### config.mk
export PLATFORM = sky130hd
export DESIGN_NAME = wcm_top
export DESIGN_NICKNAME = d
export VERILOG_FILES = /design/src/hdl/wcm_ahb_slave.v /design/src/hdl/wcm_sync3.v /design/src/hdl/wcm_top.v
export VERILOG_INCLUDE_DIRS = /design/src /design/src/hdl
export SDC_FILE = /design/constraint.sdc
export NUM_CORES = 1
export LEC_CHECK = 0
export ABC_CLOCK_PERIOD_IN_PS = 5050
export BUFFER_PORTS_ARGS = -buffer_cell sky130_fd_sc_hd__buf_4
export CORE_MARGIN = 2
export CORE_UTILIZATION = 50
export CTS_CLUSTER_DIAMETER = 30
export CTS_CLUSTER_SIZE = 30
export DETAILED_ROUTE_END_ITERATION = 6
export MAX_ROUTING_LAYER = met4
export PLACE_DENSITY = 0.74
export SLEW_MARGIN = 40
export SYNTH_ARGS = -nofsm -noshare
export SYNTH_HDL_FRONTEND = slang
export SYNTH_SLANG_ARGS = --single-unit
### constraint.sdc
create_clock -name CLK -period 5.05 [get_ports CLK]
set_input_delay 0.7575 -clock CLK [delete_from_list [all_inputs] [get_ports CLK]]
set_output_delay 0.7575 -clock CLK [all_outputs]
set_load 0.05 [all_outputs]
### src/hdl/wcm_defines.vh
`ifndef WCM_DEFINES_VH
`define WCM_DEFINES_VH

// ----------------------------------------------------------------------------
// Clock and timing
// ----------------------------------------------------------------------------
// Counts of 8 ns cycles for 6 us, 2 us and 4 us.
`define WCM_OVS_CYC 12'h2ee
`define WCM_SHORT_CYC 12'h0fa
`define WCM_FAST_CYC 12'h1f4
`define WCM_CNT_W 12

// ----------------------------------------------------------------------------
// Register byte addresses
// ----------------------------------------------------------------------------
`define WCM_ADDR_W 8
`define WCM_A_CTRL 8'h00
`define WCM_A_SUPV 8'h04
`define WCM_A_CLKDIV 8'h08
`define WCM_A_SLEEP 8'h0c
`define WCM_A_STATUS 8'h10
`define WCM_A_IRQ_STAT 8'h14
`define WCM_A_IRQ_MASK 8'h18

// ----------------------------------------------------------------------------
// Field positions and reset values
// ----------------------------------------------------------------------------
`define WCM_CTRL_MAIN_OSC 0
`define WCM_CTRL_SUB_XTAL 1
`define WCM_CTRL_SUB_REQ 2
`define WCM_CTRL_LVL 4:3
`define WCM_CTRL_FREQ 15:8
`define WCM_CTRL_RST 16'h0105
`define WCM_SUPV_RST 4'h3
`define WCM_SUPV_LSE 0
`define WCM_SUPV_LME 1
`define WCM_SUPV_LSFP 2
`define WCM_SUPV_LMFP 3
`define WCM_DIV_RST 3'h0
`define WCM_DIV_MAX 3'h5
`define WCM_SLEEP_L3 3'h3
`define WCM_SLEEP_L4 3'h4
`define WCM_IRQ_W 4
`define WCM_IRQ_WAKE 0
`define WCM_IRQ_MASK_END 1
`define WCM_IRQ_OVS_END 2
`define WCM_IRQ_SUPV 3

// ----------------------------------------------------------------------------
// Oscillator thresholds per core level, in MHz
// ----------------------------------------------------------------------------
`define WCM_THR_L0 8'h04
`define WCM_THR_L1 8'h07
`define WCM_THR_L2 8'h0b
`define WCM_THR_L3 8'h0e

// ----------------------------------------------------------------------------
// AHB-Lite encodings
// ----------------------------------------------------------------------------
`define WCM_HTRANS_NONSEQ 2'h2
`define WCM_HSIZE_WORD 3'h2

`endif

### src/hdl/wcm_ahb_slave.v
`include "wcm_defines.vh"

module wcm_ahb_slave (
    input wire clk,
    input wire rst,
    input wire hsel,
    input wire [31:0] haddr,
    input wire [1:0] htrans,
    input wire hwrite,
    input wire [2:0] hsize,
    input wire hready,
    input wire [31:0] rd_data,
    output wire [`WCM_ADDR_W-1:0] reg_addr,
    output wire wr_en,
    output reg hreadyout,
    output reg [31:0] hrdata
);

    reg [`WCM_ADDR_W-1:0] addr_ff;
    reg wr_pend_ff;
    reg rd_pend_ff;
    wire take;

    assign take = hsel && hready && (htrans == `WCM_HTRANS_NONSEQ) && (hsize == `WCM_HSIZE_WORD);
    assign reg_addr = addr_ff;
    assign wr_en = wr_pend_ff;

    // Reads take one wait state so that a write in the previous data phase is already visible.
    always @(posedge clk or posedge rst) begin
        if (rst) begin
            addr_ff <= {`WCM_ADDR_W{1'b0}};
            wr_pend_ff <= 1'b0;
            rd_pend_ff <= 1'b0;
            hreadyout <= 1'b1;
            hrdata <= 32'h0;
        end else if (rd_pend_ff) begin
            rd_pend_ff <= 1'b0;
            hrdata <= rd_data;
            hreadyout <= 1'b1;
        end else begin
            wr_pend_ff <= take && hwrite;
            rd_pend_ff <= take && !hwrite;
            hreadyout <= !(take && !hwrite);
            if (take) begin
                addr_ff <= haddr[`WCM_ADDR_W-1:0];
            end
        end
    end

endmodule

### src/hdl/wcm_sync3.v
module wcm_sync3 #(
    parameter W = 1
) (
    input wire clk,
    input wire rst,
    input wire [W-1:0] din,
    output reg [W-1:0] dout
);

    reg [W-1:0] s1_ff;
    reg [W-1:0] s2_ff;
    reg [W-1:0] s3_ff;
    integer i;

    // The first stage feeds only the second; the output moves once stages two and three agree.
    always @(posedge clk or posedge rst) begin
        if (rst) begin
            s1_ff <= {W{1'b0}};
            s2_ff <= {W{1'b0}};
            s3_ff <= {W{1'b0}};
            dout <= {W{1'b0}};
        end else begin
            s1_ff <= din;
            s2_ff <= s1_ff;
            s3_ff <= s2_ff;
            for (i = 0; i < W; i = i + 1) begin
                if (s2_ff[i] == s3_ff[i]) begin
                    dout[i] <= s3_ff[i];
                end
            end
        end
    end

endmodule

### src/hdl/wcm_top.v
// Overview of operation
// - After power-up-clear with supervisor off, supervisor flags stay dead until SUPV written.
// - Oscillator runs fast for up to 6 us after leaving deep sleep.
// - Normal-performance supervisor and monitor mask CPU execution across the overshoot.
// - Both disabled or full-performance, oscillator main clock above threshold: mask only 2 us.
// - Under the short mask, main clock is flagged fast for 4 us after mask.
// - Peripheral sub-clock from the oscillator is never masked and sees the overshoot.
//
// Chosen here: register access over AHB-Lite and the register offsets.
`include "wcm_defines.vh"

module wcm_top (
    input wire CLK,
    input wire RST,
    input wire HSEL,
    input wire [31:0] HADDR,
    input wire [1:0] HTRANS,
    input wire HWRITE,
    input wire [2:0] HSIZE,
    input wire [31:0] HWDATA,
    input wire HREADY,
    output wire HREADYOUT,
    output wire [31:0] HRDATA,
    output reg HRESP,
    input wire WAKE,
    input wire SUPV_EVENT,
    input wire PUC_REQ,
    output reg CPU_RUN,
    output reg CPU_CLK_EN,
    output reg SUB_CLK_EN,
    output reg OSC_OVERSHOOT,
    output reg MAIN_CLK_FAST,
    output reg SUB_CLK_FAST,
    output reg IRQ
);

    // ------------------------------------------------------------------------
    // Timing counts
    // ------------------------------------------------------------------------
    localparam [`WCM_CNT_W-1:0] OVS_CYC = `WCM_OVS_CYC;
    localparam [`WCM_CNT_W-1:0] SHORT_CYC = `WCM_SHORT_CYC;
    localparam [`WCM_CNT_W-1:0] FAST_CYC = `WCM_FAST_CYC;
    localparam [`WCM_CNT_W-1:0] ONE = 12'h001;

    localparam [1:0] ST_RUN = 2'h0;
    localparam [1:0] ST_SLEEP = 2'h1;
    localparam [1:0] ST_MASK = 2'h2;

    // ------------------------------------------------------------------------
    // Functions
    // ------------------------------------------------------------------------
    function [7:0] freq_threshold;
        input [1:0] lvl;
        begin
            case (lvl)
                2'h0: freq_threshold = `WCM_THR_L0;
                2'h1: freq_threshold = `WCM_THR_L1;
                2'h2: freq_threshold = `WCM_THR_L2;
                default: freq_threshold = `WCM_THR_L3;
            endcase
        end
    endfunction

    function [`WCM_CNT_W-1:0] count_down;
        input [`WCM_CNT_W-1:0] c;
        begin
            count_down = (c == {`WCM_CNT_W{1'b0}}) ? c : c - ONE;
        end
    endfunction

    // ------------------------------------------------------------------------
    // Bus slave and synchronisers
    // ------------------------------------------------------------------------
    wire [`WCM_ADDR_W-1:0] reg_addr;
    wire wr_en;
    reg [31:0] rd_data;
    wire [2:0] pins_sync;
    reg [2:0] pins_prev_ff;

    wcm_ahb_slave u_slave (
        .clk(CLK),
        .rst(RST),
        .hsel(HSEL),
        .haddr(HADDR),
        .htrans(HTRANS),
        .hwrite(HWRITE),
        .hsize(HSIZE),
        .hready(HREADY),
        .rd_data(rd_data),
        .reg_addr(reg_addr),
        .wr_en(wr_en),
        .hreadyout(HREADYOUT),
        .hrdata(HRDATA)
    );

    wcm_sync3 #(.W(3)) u_sync (
        .clk(CLK),
        .rst(RST),
        .din({PUC_REQ, SUPV_EVENT, WAKE}),
        .dout(pins_sync)
    );

    wire wake_rise = pins_sync[0] && !pins_prev_ff[0];
    wire supv_rise = pins_sync[1] && !pins_prev_ff[1];
    wire puc_rise = pins_sync[2] && !pins_prev_ff[2];

    // ------------------------------------------------------------------------
    // Registers and state
    // ------------------------------------------------------------------------
    reg [15:0] ctrl_ff;
    reg [3:0] supv_ff;
    reg [2:0] div_ff;
    reg [2:0] sleep_lvl_ff;
    reg [`WCM_IRQ_W-1:0] irq_stat_ff;
    reg [`WCM_IRQ_W-1:0] irq_mask_ff;
    reg flags_en_ff;
    reg [1:0] state_ff;
    reg short_ff;
    reg [`WCM_CNT_W-1:0] mask_cnt_ff;
    reg [`WCM_CNT_W-1:0] ovs_cnt_ff;
    reg [`WCM_CNT_W-1:0] fast_cnt_ff;
    reg [5:0] div_cnt_ff;

    reg [1:0] nxt_state;
    reg [`WCM_CNT_W-1:0] nxt_mask_cnt;
    reg [`WCM_CNT_W-1:0] nxt_ovs_cnt;
    reg [`WCM_CNT_W-1:0] nxt_fast_cnt;
    reg nxt_short;
    reg [`WCM_IRQ_W-1:0] nxt_irq_stat;
    reg [`WCM_IRQ_W-1:0] irq_set;

    wire lse = supv_ff[`WCM_SUPV_LSE];
    wire lme = supv_ff[`WCM_SUPV_LME];
    wire both_off = !lse && !lme;
    wire both_fp = supv_ff[`WCM_SUPV_LSFP] && supv_ff[`WCM_SUPV_LMFP];
    wire main_osc = ctrl_ff[`WCM_CTRL_MAIN_OSC];
    wire over_thr = ctrl_ff[`WCM_CTRL_FREQ] > freq_threshold(ctrl_ff[`WCM_CTRL_LVL]);
    // The shortened mask only arises with the oscillator driving the main clock above the level's threshold.
    wire short_cond = (both_off || both_fp) && main_osc && over_thr;
    wire wr_sleep = wr_en && (reg_addr == `WCM_A_SLEEP);
    wire sleep_req = wr_sleep && ((HWDATA[2:0] == `WCM_SLEEP_L3) || (HWDATA[2:0] == `WCM_SLEEP_L4));
    wire sub_on_osc = !ctrl_ff[`WCM_CTRL_SUB_XTAL];
    wire sub_alive = (state_ff != ST_SLEEP) ||
        (ctrl_ff[`WCM_CTRL_SUB_REQ] && (sleep_lvl_ff == `WCM_SLEEP_L3));

    // ------------------------------------------------------------------------
    // Wake sequencing
    // ------------------------------------------------------------------------
    always @* begin
        nxt_state = state_ff;
        nxt_mask_cnt = count_down(mask_cnt_ff);
        nxt_ovs_cnt = count_down(ovs_cnt_ff);
        nxt_fast_cnt = count_down(fast_cnt_ff);
        nxt_short = short_ff;
        irq_set = {`WCM_IRQ_W{1'b0}};
        if ((ovs_cnt_ff == ONE)) begin
            irq_set[`WCM_IRQ_OVS_END] = 1'b1;
        end
        case (state_ff)
            ST_RUN: begin
                if (sleep_req) begin
                    nxt_state = ST_SLEEP;
                end
            end
            ST_SLEEP: begin
                if (wake_rise) begin
                    nxt_state = ST_MASK;
                    nxt_short = short_cond;
                    // The oscillator overshoots on every exit, whatever the supervisor setting.
                    nxt_ovs_cnt = OVS_CYC;
                    // Normal performance masks the whole overshoot; the short case only 2 us.
                    nxt_mask_cnt = short_cond ? SHORT_CYC : OVS_CYC;
                    irq_set[`WCM_IRQ_WAKE] = 1'b1;
                end
            end
            ST_MASK: begin
                if (mask_cnt_ff <= ONE) begin
                    nxt_state = ST_RUN;
                    irq_set[`WCM_IRQ_MASK_END] = 1'b1;
                    if (short_ff) begin
                        nxt_fast_cnt = FAST_CYC;
                    end
                end
            end
            default: begin
                nxt_state = ST_RUN;
            end
        endcase
        if (supv_rise && flags_en_ff) begin
            irq_set[`WCM_IRQ_SUPV] = 1'b1;
        end
        nxt_irq_stat = irq_stat_ff | irq_set;
        if (wr_en && (reg_addr == `WCM_A_IRQ_STAT)) begin
            // A clear never swallows an event arriving in the same cycle.
            nxt_irq_stat = (irq_stat_ff & ~HWDATA[`WCM_IRQ_W-1:0]) | irq_set;
        end
    end

    // ------------------------------------------------------------------------
    // Sequential state and registers
    // ------------------------------------------------------------------------
    always @(posedge CLK or posedge RST) begin
        if (RST) begin
            pins_prev_ff <= 3'h0;
            ctrl_ff <= `WCM_CTRL_RST;
            supv_ff <= `WCM_SUPV_RST;
            div_ff <= `WCM_DIV_RST;
            sleep_lvl_ff <= 3'h0;
            irq_stat_ff <= {`WCM_IRQ_W{1'b0}};
            irq_mask_ff <= {`WCM_IRQ_W{1'b0}};
            flags_en_ff <= 1'b1;
            state_ff <= ST_RUN;
            short_ff <= 1'b0;
            mask_cnt_ff <= {`WCM_CNT_W{1'b0}};
            ovs_cnt_ff <= {`WCM_CNT_W{1'b0}};
            fast_cnt_ff <= {`WCM_CNT_W{1'b0}};
        end else begin
            pins_prev_ff <= pins_sync;
            if (puc_rise) begin
                // Power-up-clear restores defaults but leaves flags dead if the supervisor was off.
                ctrl_ff <= `WCM_CTRL_RST;
                supv_ff <= `WCM_SUPV_RST;
                div_ff <= `WCM_DIV_RST;
                sleep_lvl_ff <= 3'h0;
                irq_stat_ff <= {`WCM_IRQ_W{1'b0}};
                irq_mask_ff <= {`WCM_IRQ_W{1'b0}};
                flags_en_ff <= lse;
                state_ff <= ST_RUN;
                short_ff <= 1'b0;
                mask_cnt_ff <= {`WCM_CNT_W{1'b0}};
                ovs_cnt_ff <= {`WCM_CNT_W{1'b0}};
                fast_cnt_ff <= {`WCM_CNT_W{1'b0}};
            end else begin
                state_ff <= nxt_state;
                short_ff <= nxt_short;
                mask_cnt_ff <= nxt_mask_cnt;
                ovs_cnt_ff <= nxt_ovs_cnt;
                fast_cnt_ff <= nxt_fast_cnt;
                irq_stat_ff <= nxt_irq_stat;
                if (sleep_req && (state_ff == ST_RUN)) begin
                    sleep_lvl_ff <= HWDATA[2:0];
                end
                if (wr_en) begin
                    case (reg_addr)
                        `WCM_A_CTRL: begin
                            ctrl_ff <= {HWDATA[15:8], 3'h0, HWDATA[4:0]};
                        end
                        `WCM_A_SUPV: begin
                            supv_ff <= HWDATA[3:0];
                            flags_en_ff <= 1'b1;
                        end
                        `WCM_A_CLKDIV: begin
                            // Software halves the CPU clock here before sleeping and clears it later.
                            div_ff <= (HWDATA[2:0] > `WCM_DIV_MAX) ? `WCM_DIV_MAX : HWDATA[2:0];
                        end
                        `WCM_A_IRQ_MASK: begin
                            irq_mask_ff <= HWDATA[`WCM_IRQ_W-1:0];
                        end
                        default: begin
                        end
                    endcase
                end
            end
        end
    end

    // ------------------------------------------------------------------------
    // Clock enables and outputs
    // ------------------------------------------------------------------------
    // The CPU clock enable comes from a free divider; the mask gates it, the sub-clock never is.
    wire cpu_go = (nxt_state == ST_RUN) || puc_rise;
    wire [5:0] div_top = (6'h01 << div_ff) - 6'h01;

    always @(posedge CLK or posedge RST) begin
        if (RST) begin
            div_cnt_ff <= 6'h00;
            CPU_RUN <= 1'b1;
            CPU_CLK_EN <= 1'b0;
            SUB_CLK_EN <= 1'b0;
            OSC_OVERSHOOT <= 1'b0;
            MAIN_CLK_FAST <= 1'b0;
            SUB_CLK_FAST <= 1'b0;
            IRQ <= 1'b0;
            HRESP <= 1'b0;
        end else begin
            div_cnt_ff <= (div_cnt_ff >= div_top) ? 6'h00 : div_cnt_ff + 6'h01;
            CPU_RUN <= cpu_go;
            CPU_CLK_EN <= cpu_go && (div_cnt_ff >= div_top);
            SUB_CLK_EN <= sub_alive;
            OSC_OVERSHOOT <= (nxt_ovs_cnt != {`WCM_CNT_W{1'b0}});
            MAIN_CLK_FAST <= (nxt_fast_cnt != {`WCM_CNT_W{1'b0}}) && (nxt_state == ST_RUN);
            // Only the second crystal keeps the sub-clock clear of the overshoot.
            SUB_CLK_FAST <= (nxt_ovs_cnt != {`WCM_CNT_W{1'b0}}) && sub_on_osc && sub_alive;
            IRQ <= |(nxt_irq_stat & irq_mask_ff);
            HRESP <= 1'b0;
        end
    end

    // ------------------------------------------------------------------------
    // Read mux
    // ------------------------------------------------------------------------
    always @* begin
        case (reg_addr)
            `WCM_A_CTRL: rd_data = {16'h0, ctrl_ff};
            `WCM_A_SUPV: rd_data = {28'h0, supv_ff};
            `WCM_A_CLKDIV: rd_data = {29'h0, div_ff};
            `WCM_A_SLEEP: rd_data = {29'h0, (state_ff == ST_SLEEP) ? sleep_lvl_ff : 3'h0};
            `WCM_A_STATUS: rd_data = {25'h0, short_cond, flags_en_ff, SUB_CLK_FAST, MAIN_CLK_FAST,
                OSC_OVERSHOOT, (state_ff == ST_MASK), (state_ff == ST_SLEEP)};
            `WCM_A_IRQ_STAT: rd_data = {28'h0, irq_stat_ff};
            `WCM_A_IRQ_MASK: rd_data = {28'h0, irq_mask_ff};
            default: rd_data = 32'h0;
        endcase
    end

endmodule
[Word level (Yosys, flattened, before mapping)]
Index checks and enable logic that the tools add are counted.
Word-level totals
  register bits after elaboration: 145
  bits in latches: 0
  bits in writable memories: 0
  ROM bits: 0
  input bits: 77
  output and inout port bits: 41
  word-level logic and storage cells: 180
  memories kept: 0
Operators by class
  add/subtract/negate cells: 5
  multipliers: 0
  div/mod/pow operators: 0
  order comparisons: 4
  equality and inequality tests: 20
  shift operators: 1
  muxes and demuxes: 54
  bitwise operators: 6
  reductions and logical operators: 58
Operators by type and width (number)
  $mux W12: 13
  $pmux W16 S7: 1
  $mux W16: 3
  $logic_not A12 Y1: 3
  $sub A12 B1 Y12 const B: 3
  $mux W4: 8
  $eq A8 B5 Y1 const B: 3
  $reduce_bool A12 Y1: 2
  $logic_and A1 B1 Y1: 22
  $mux W3: 7
  $eq A8 B4 Y1 const B: 2
  $reduce_bool A2 Y1: 8
  $mux W1: 14
  $eq A12 B1 Y1 const B: 1
  $le A12 B1 Y1 const B: 1
  $pmux W4 S3: 1
  $reduce_and A2 Y1: 6
  $mux W10: 1
  $eq A3 B2 Y1 const B: 3
  $and A4 B4 Y4: 2
  $eq A8 B3 Y1 const B: 1
  $gt A8 B8 Y1: 1
  $logic_not A1 Y1: 8
  $logic_not A8 Y1: 1
  other kinds (19): 33

[Longest topological paths before layout]
Gate-level depths: netlist of the first run.
  depth after elaboration: 9
  gate-level depth with buffers: 10
  mapped depth without buffers: 9

[Modules after synthesis]
From an unflattened synthesis of the first run, not the netlist that was laid out.
Unflattened totals
  cell total of the unflattened synthesis: 655
  area, all modules: 6869.1 um2
Modules (own cells, without submodules)
  wcm_top: times used 1, cells each 545, area each 4922.2 um2, seq. area each 2185.8 um2
  wcm_ahb_slave: times used 1, cells each 94, area each 1609.0 um2, seq. area each 1077.3 um2
  wcm_sync3: times used 1, cells each 16, area each 337.8 um2, seq. area each 300.3 um2

[Worst setup path after synthesis of the first run]
OpenSTA, ideal clock, no wires.
  path type: register to register
  start point: register ovs_cnt_ff[0]
  end point: register OSC_OVERSHOOT
  setup time: 0.131 ns
  arrival time: 1.952 ns
  required time: 4.919 ns
  path slack: 2.966 ns
  stages on the path, launching flop included: 9
  buffers on the path: 2
  clock period less this slack: 2.084 ns
  cell sequence: dfrtp_1 -> buf_4 -> inv_1 -> ha_1 -> nor4b_2 -> nand3_2 -> buf_6 -> mux2_4 -> or3_1
Between the ends
  longest elaborated chain between the ends: 5
  elaborated cells on any way between the ends: 6
  classes of those cells: add/sub: 1; mux: 3; reduce/logical: 2
RTL lines
  start, declared: RTL line wcm_top.v:120  | reg [`WCM_CNT_W-1:0] ovs_cnt_ff;
  start signal, assigned: RTL line wcm_top.v:215  | ovs_cnt_ff <= {`WCM_CNT_W{1'b0}};
  start signal, assigned: RTL line wcm_top.v:231  | ovs_cnt_ff <= {`WCM_CNT_W{1'b0}};
  start signal, assigned: RTL line wcm_top.v:237  | ovs_cnt_ff <= nxt_ovs_cnt;
  $sub A12 B1 Y12 / $logic_not A12 Y1 (equally long branches): RTL line wcm_top.v:67  | count_down = (c == {`WCM_CNT_W{1'b0}}) ? c : c - ONE;
  $mux W12 (*): RTL line wcm_top.v:67
  $mux W12: RTL line wcm_top.v:166  | if (wake_rise) begin
  $mux W12 (*): RTL line wcm_top.v:159  | case (state_ff)
  $reduce_bool A12 Y1 (*): RTL line wcm_top.v:290  | OSC_OVERSHOOT <= (nxt_ovs_cnt != {`WCM_CNT_W{1'b0}});
  end signal, assigned: RTL line wcm_top.v:290
  end, declared: RTL line wcm_top.v:31  | output reg OSC_OVERSHOOT,
Mark *: on every way between the ends. The rest lies on a longest branch, timed or not.
A chain may end at the register's enable or synchronous reset.

[Worst setup path in the final report of the first run]
Same ends and word-level chain as after synthesis.

==> qor.csv, run 1 <==
metric,value,unit
outcome,"finished, final reports clean",
worstPathBufferInverterCount,1,
worst_case_register_to_register_setup_slack,2.47,ns
cp_data_arrival_time,2.87,ns
drive_above_1_share,16.69,%
cts_sinks,125,
critical_path.endpoint,OSC_OVERSHOOT$_DFF_PP0_,
syn-instance-count,655,
worst_ir_drop_vdd,0.0002761,V
clk_network_pwr_share,36.5,%
grt_usage,23.66,%
max-clock-path-buffers,2,
path_delay_family,simple AND/OR/NAND/NOR gates,
postSynthRegisterBits,125,
worst_path_max_delay_cell,sky130_fd_sc_hd__dfrtp_1,
dr_total_vias,4843,
setup.worst_path.class,reg2reg,
worstHoldStart,u_sync.s1_ff[0]$_DFF_PP0_,
num-nets-final,806,
synthDistinctLibCells,64,
grt_start_max_net_pins,47,
quantity_of_hold_fixing_buffers_added_after_cts,0,
max_stage_delay,0.48,ns
total_leakage_power,3.421,nW
totalWireLength,14100,um
fill_cells,1011,
max_cap_violations,0,
antenna_cells,0,
yosys_most_used_dff,sky130_fd_sc_hd__dfrtp_1,
mostFrequentLayoutCells,"117 x sky130_fd_sc_hd__dfrtp_1, 80 x sky130_fd_sc_hd__nand2_1, 67 x sky130_fd_sc_hd__nor2_1, 59 x sky130_fd_sc_hd__buf_4, 43 x sky130_fd_sc_hd__a21oi_1",
area.sequential,3138,um2
reg2reg_to,OSC_OVERSHOOT$_DFF_PP0_,
dr.pass1.iters,4,
p_sw_share,32.80,%
synthesis.yosys.warnings,0,
crit_required,5.34,ns
die_w,116.3,um
worst_setup_hold_path_clk_slew,0.06,ns
post_layout_nonfiller_instances,891,
crit-reg2reg-launch,ovs_cnt_ff[0]$_DFF_PP0_,
power_density_over_the_cells,501.7,nW/um2
area_growth_syn_to_layout,18.02,%
synth_enable_flop_cells,0,
fp_rows,41,
layout_commonest_cell,sky130_fd_sc_hd__dfrtp_1,
routabilityCongestion,0.8668,
io-pin-count,118,
r2r_cells,8,
dieHeight,116.3,um
detail_route.drc_violations,0,
min_path_type,reg2reg,
sequential_power_share,36.1,%
cts_repair_resize_count,0,
yosysSeqAreaShare,49.73,%
syn_area,6310,um2
crit_start,ovs_cnt_ff[0]$_DFF_PP0_,
setup_total_negative_slack,0,ns
power.switching,1.225,mW
tritoncts,yes,
max_clock_freq,388.2,MHz
die_area,13530,um2
port_buffers,56,
setup_viol,0,
cts_setup_buffers,0,
place_hpwl,9798,um
timing_max_transition_violations_final,0,
overflow,0,
syn-mean-instance-area,9.633,um2
core_box_area,12470,um2
element_type_at_the_critical_path_end,flop,
worst-path-max-fanout,11,
fin_crit,2.576,ns
cts_root_buf,sky130_fd_sc_hd__clkbuf_16,
drtAntennaViolNets,0,
cts_buffers,17,
rsz0062_at_grt,no,
crit_cells,8,
async_reset_ff_share,100.0,%
grt_first_pass_wirelength,24060,um
power_frac_comb,27.4,%
cts_max_level,4,
max-slew-margin-rel,51.26,%
wl_per_cell,15.83,um
starting_density_of_the_core,50.62,%
clock_skew,0.009025,ns
clock_insertion_delay_worst_skew,0.41,ns
crit_path_cell_trace,inv_1 > ha_1 > nor4b_2 > nand3_2 > nand4b_1 > xor2_1 > nand4_1 > or3_1,
timing.critical_path.from_type,flop,
hold_viol_final,0,
first_global_vias,5053,
internal_power_consumption,2.511,mW
timing_worst_slew_pin_value,0.7306,ns
grt_antenna_before_repair,0,
drt-initial-drc-count,350,
tcrit_tclk_final,51.00,%
place_inst,859,
multiInputGateArea,2864,um2
routed_via_density,5.435,
-- sequential cells by signal (all words and copies together) (netlist names), 4 cells and up --
register	cells
count_down.c	12
ctrl_ff	13
div_cnt_ff	6
irq_mask_ff	4
irq_stat_ff	4
mask_cnt_ff	12
ovs_cnt_ff	12
supv_ff	4
u_slave.hrdata	15
u_slave.reg_addr	8
-- power groups by stage --
stage | Clock, mW | Combinational [mW] | Sequential [mW]
after floorplan | 0 | 0.822 | 1.33
after global placement | 0 | 0.972 | 1.35
after detailed placement | 0 | 1.02 | 1.36
after CTS | 1.38 | 1.03 | 1.35
after global routing | 1.44 | 1.16 | 1.37
final | 1.36 | 1.02 | 1.35
-- through the flow --
step	area (um2)	hold slack (ns)	power [mW]	setup WS (ns)	utilization (%)
after floorplan	6374	0.3312	2.154	0.9782	-
after global placement	6780	0.3337	2.320	2.602	54.39
after detailed placement	6780	0.3364	2.377	2.462	54.39
after CTS	7445	0.3491	3.755	2.439	59.72
after global routing	7447	0.3587	3.974	2.262	59.74
final	7447	0.3508	3.736	2.474	59.74
-- worst min path at each step --
stage | endpoint | cells after the start
final | u_sync.s2_ff[0]$_DFF_PP0_ | 0
after global routing | u_sync.s2_ff[1]$_DFF_PP0_ | 0
after CTS | u_sync.s2_ff[1]$_DFF_PP0_ | 0
after detailed placement | u_sync.s2_ff[1]$_DFF_PP0_ | 0
after global placement | u_sync.s2_ff[1]$_DFF_PP0_ | 0
after floorplan | u_sync.s2_ff[0]$_DFF_PP0_ | 0
-- worst reg2reg max path, delay by kind of cell, from the launching register on --
family	cells	cell delay (ns)
fa+ha+maj	1	0.17
simple gates	5	1.45
flops	1	0.48
xor+xnor	1	0.23
buf+inv	1	0.13
-- kinds of logic (layout without fill, tap and decap cells) --
kind of cell	Yosys count	in the layout	synth area share (%)
multiplexers	28	28	4.719
flip-flops	125	125	49.73
other	1	18	0.05943
AND/OR/NAND/NOR	254	254	19.59
adder cells (fa/ha/maj)	26	26	5.037
XOR/XNOR	26	26	3.609
AO/OA/AOI/OAI	119	119	11.28
buffers and inverters	76	123	5.968
-- cells in the mapped netlist (all sizes together), types with 6 or more instances --
master,count,area share [%]
mux2,11,2.0
nand4,7,0.69
and3,6,0.59
xnor2,13,1.8
o22ai,6,0.59
a31oi,6,0.59
nand3,32,2.6
a21oi,43,3.4
dfrtp,117,46
nor2b,6,0.59
o21ai,31,2.5
ha,23,4.6
nor2,67,4.0
nand2,80,4.8
and2,6,0.61
clkbuf,20,1.2
xor2,13,1.8
nor3,16,1.3
buf,24,2.9
nand2b,6,0.59
nor4,9,1.4
inv,32,1.9
mux2i,17,2.7
dfstp,8,3.3
-- per-layer routing --
| layer | global-route usage [%] | up-vias | wire length, um |
|---|---|---|---|
| met1 | 27.59 | 2345 | 5929 |
| met3 | 5.864 | 33 | 693 |
| met4 | 9.683 | 0 | 384 |
| met2 | 39.30 | 136 | 7093 |
| li1 | - | 2329 | - |
| met5 | - | - | 0 |
-- area by class of cell --
class | count | area share, %
clock inverter | 11 | 2.873
timing repair buffer | 59 | 5.948
inverter | 32 | 1.647
clock buffer | 21 | 6.048
tap | 172 | 2.890
sequential | 125 | 42.14
multi-input combinational | 471 | 38.46
No activity file was read; power rests on OpenSTA's default activity.
==> run 2: changes to the inputs <==
- ABC_CLOCK_PERIOD_IN_PS: 5050 -> 2350
- PLACE_DENSITY: 0.74 -> 0.77
- clock period: 5.05 -> 2.35 ns (I/O delays scaled with it)
==> qor.csv, run 2 (synthesis gave the netlist of run 1 again) <==
metric,value,unit,change
area_growth_syn_to_layout,20.96,%,
timing_max_transition_violations_final,0,,unchanged
power.switching,2.697,mW,+120%
fin_crit,2.200,ns,-0.3756 ns
setup_viol,0,,unchanged
largest_reg_by_ff_count,u_slave.hrdata,,
worst_setup_hold_path_clk_slew,0.05,ns,about the same
mostFrequentLayoutCells,"117 x sky130_fd_sc_hd__dfrtp_1, 80 x sky130_fd_sc_hd__nand2_1, 72 x sky130_fd_sc_hd__buf_4, 67 x sky130_fd_sc_hd__nor2_1, 43 x sky130_fd_sc_hd__a21oi_1",,
core_box_area,12470,um2,unchanged
grt_antenna_before_repair,0,,unchanged
top_regs,"u_slave.hrdata x15, ctrl_ff x13",,
crit_required,2.67,ns,-2.67 ns
cts_root_buf,sky130_fd_sc_hd__clkbuf_16,,
timing.critical_path.from_type,flop,,
cts_sinks,125,,unchanged
internal_power_consumption,5.557,mW,+120%
port_buffers,56,,unchanged
timing_worst_slew_pin_value,0.6262,ns,-0.1044 ns
drive_above_1_share,18.91,%,+2.2 points
fin_util,61.23,%,+1.5 points
p_sw_share,32.68,%,-0.12 points
drtAntennaViolNets,0,,unchanged
antenna_cells,0,,unchanged
cts_buffers,17,,unchanged
clock_insertion_delay_worst_skew,0.42,ns,about the same
die_area,13530,um2,unchanged
dieHeight,116.3,um,unchanged
num-nets-final,822,,+2.0%
layout_commonest_cell,sky130_fd_sc_hd__dfrtp_1,,
die_w,116.3,um,unchanged
drt-initial-drc-count,466,,+33%
hold_viol_final,0,,unchanged
wl_per_cell,15.67,um,-0.96%
cp_data_arrival_time,2.52,ns,-0.35 ns
place_hpwl,9763,um,-0.36%
clock_skew,0.01160,ns,+0.002571 ns
rsz0062_at_grt,no,,
fin_area,7632,um2,+2.5%
total_leakage_power,3.524,nW,+3.0%
dr.pass1.iters,5,,+1
element_type_at_the_critical_path_end,flop,,
sequential_power_share,34.9,%,-1.2 points
overflow,0,,unchanged
largest_register_ffs,15,,unchanged
power_density_over_the_cells,1081,nW/um2,+120%
max-slew-margin-rel,58.25,%,+7.0 points
clk_network_pwr_share,36.8,%,+0.3 points
detail_route.drc_violations,0,,unchanged
setup_total_negative_slack,0,ns,unchanged
power_frac_comb,28.3,%,+0.9 points
routed_via_density,5.606,,+3.1%
cts_max_level,4,,unchanged
min_path_type,in2reg,,
totalWireLength,14220,um,+0.82%
max_clock_freq,454.5,MHz,+17%
starting_density_of_the_core,50.62,%,unchanged
tcrit_tclk_final,93.62,%,+43 points
tritoncts,yes,,
setup.worst_path.class,reg2reg,,
outcome,"finished, final reports clean",,
grt_usage,23.86,%,+0.20 points
worst-path-max-fanout,10,,-1
first_global_vias,4960,,-1.8%
grt_first_pass_wirelength,24170,um,+0.46%
max-clock-path-buffers,2,,unchanged
grt_start_max_net_pins,48,,+2.1%
routabilityCongestion,0.9652,,+11%
fp_rows,41,,unchanged
max_cap_violations,0,,unchanged
placement.cell_area,6919,um2,+2.0%
total_power,8.254,mW,+120%
io-pin-count,118,,unchanged
dr_total_vias,5085,,+5.0%
worst_ir_drop_vdd,0.0008619,V,+210%
## run 2: cell types whose count changed in the layout (fill, tap and decap cells not counted), sizes merged
cell	change
dlygate4sd3	+1
inv	-1
clkinvlp	+1
buf	+15
## run 2: cell type report
cell class | count | area [um2]
inverters | 32 | 123.9
repair buffers | 75 | 590.6
multi-input cells | 471 | 2874
clock buffers | 21 | 480.5
flip-flops and latches | 125 | 3138
clock inverters | 11 | 210.2
fillers | 1000 | 4833
well taps | 172 | 215.2
## run 2: worst max-delay path, cell delays in order (launching register included)
cell and delay, ns:
sky130_fd_sc_hd__dfrtp_1 0.43, sky130_fd_sc_hd__inv_1 0.10, sky130_fd_sc_hd__ha_1 0.25, sky130_fd_sc_hd__o21a_1 0.19
sky130_fd_sc_hd__nand3_1 0.15, sky130_fd_sc_hd__or2_0 0.53, sky130_fd_sc_hd__nand2_1 0.20, sky130_fd_sc_hd__a211oi_1 0.24
## run 2: worst paths after layout
kind | depth (start not counted) | start | endpoint | slack [ns]
worst max-delay path | 7 | mask_cnt_ff[0]$_DFF_PP0_ | count_down.c[1]$_DFF_PP0_ | 0.15
worst min-delay path | 1 | SUPV_EVENT | u_sync.s1_ff[1]$_DFF_PP0_ | 0.04
worst max register to register | 7 | mask_cnt_ff[0]$_DFF_PP0_ | count_down.c[1]$_DFF_PP0_ | 0.15
worst min register to register | 0 | u_sync.s1_ff[2]$_DFF_PP0_ | u_sync.s2_ff[2]$_DFF_PP0_ | 0.34
max in group asynchronous | 4 | RST | CPU_RUN$_DFF_PP1_ | 1.26
min in group asynchronous | 3 | RST | u_sync.dout[2]$_DFFE_PP0N_ | 0.45
## run 2: power by group through the flow
| stage | logic, mW | clock network (mW) | registers [mW] |
|---|---|---|---|
| after floorplan | 1.77 | 0 | 2.86 |
| after global placement | 2.21 | 0 | 2.87 |
| after detailed placement | 2.27 | 0 | 2.90 |
| after CTS | 2.31 | 3.08 | 2.87 |
| after global routing | 2.60 | 3.18 | 2.92 |
| final | 2.33 | 3.04 | 2.88 |
## run 2: routing by layer
layer	vias to the layer above	global-route usage, %	share of wire [%]
met5	-	-	0
met4	0	9.286	2.0
met3	32	5.605	6.4
met2	194	37.83	50
met1	2490	29.82	42
li1	2369	-	-
## run 2: timing repair
| action | 4_1_cts | 5_1_grt |
|---|---|---|
| setup buffers | 0 | 0 |
| gates resized for setup | 0 | 2 |
| hold buffers | 1 | 0 |
| hold endpoints to repair | 9 | 0 |
| endpoints found under the setup margin | 0 | 3 |
## run 2: through the flow
step | hold slack [ns] | setup slack (ns) | instances
after global placement | 0.3279 | 0.2281 | 874
after floorplan | 0.3312 | 0.2665 | 672
after global routing | 0.02510 | 0.02835 | 907
after detailed placement | 0.3322 | 0.2098 | 874
after CTS | 0.02133 | 0.1939 | 907
final | 0.03880 | 0.1499 | 907
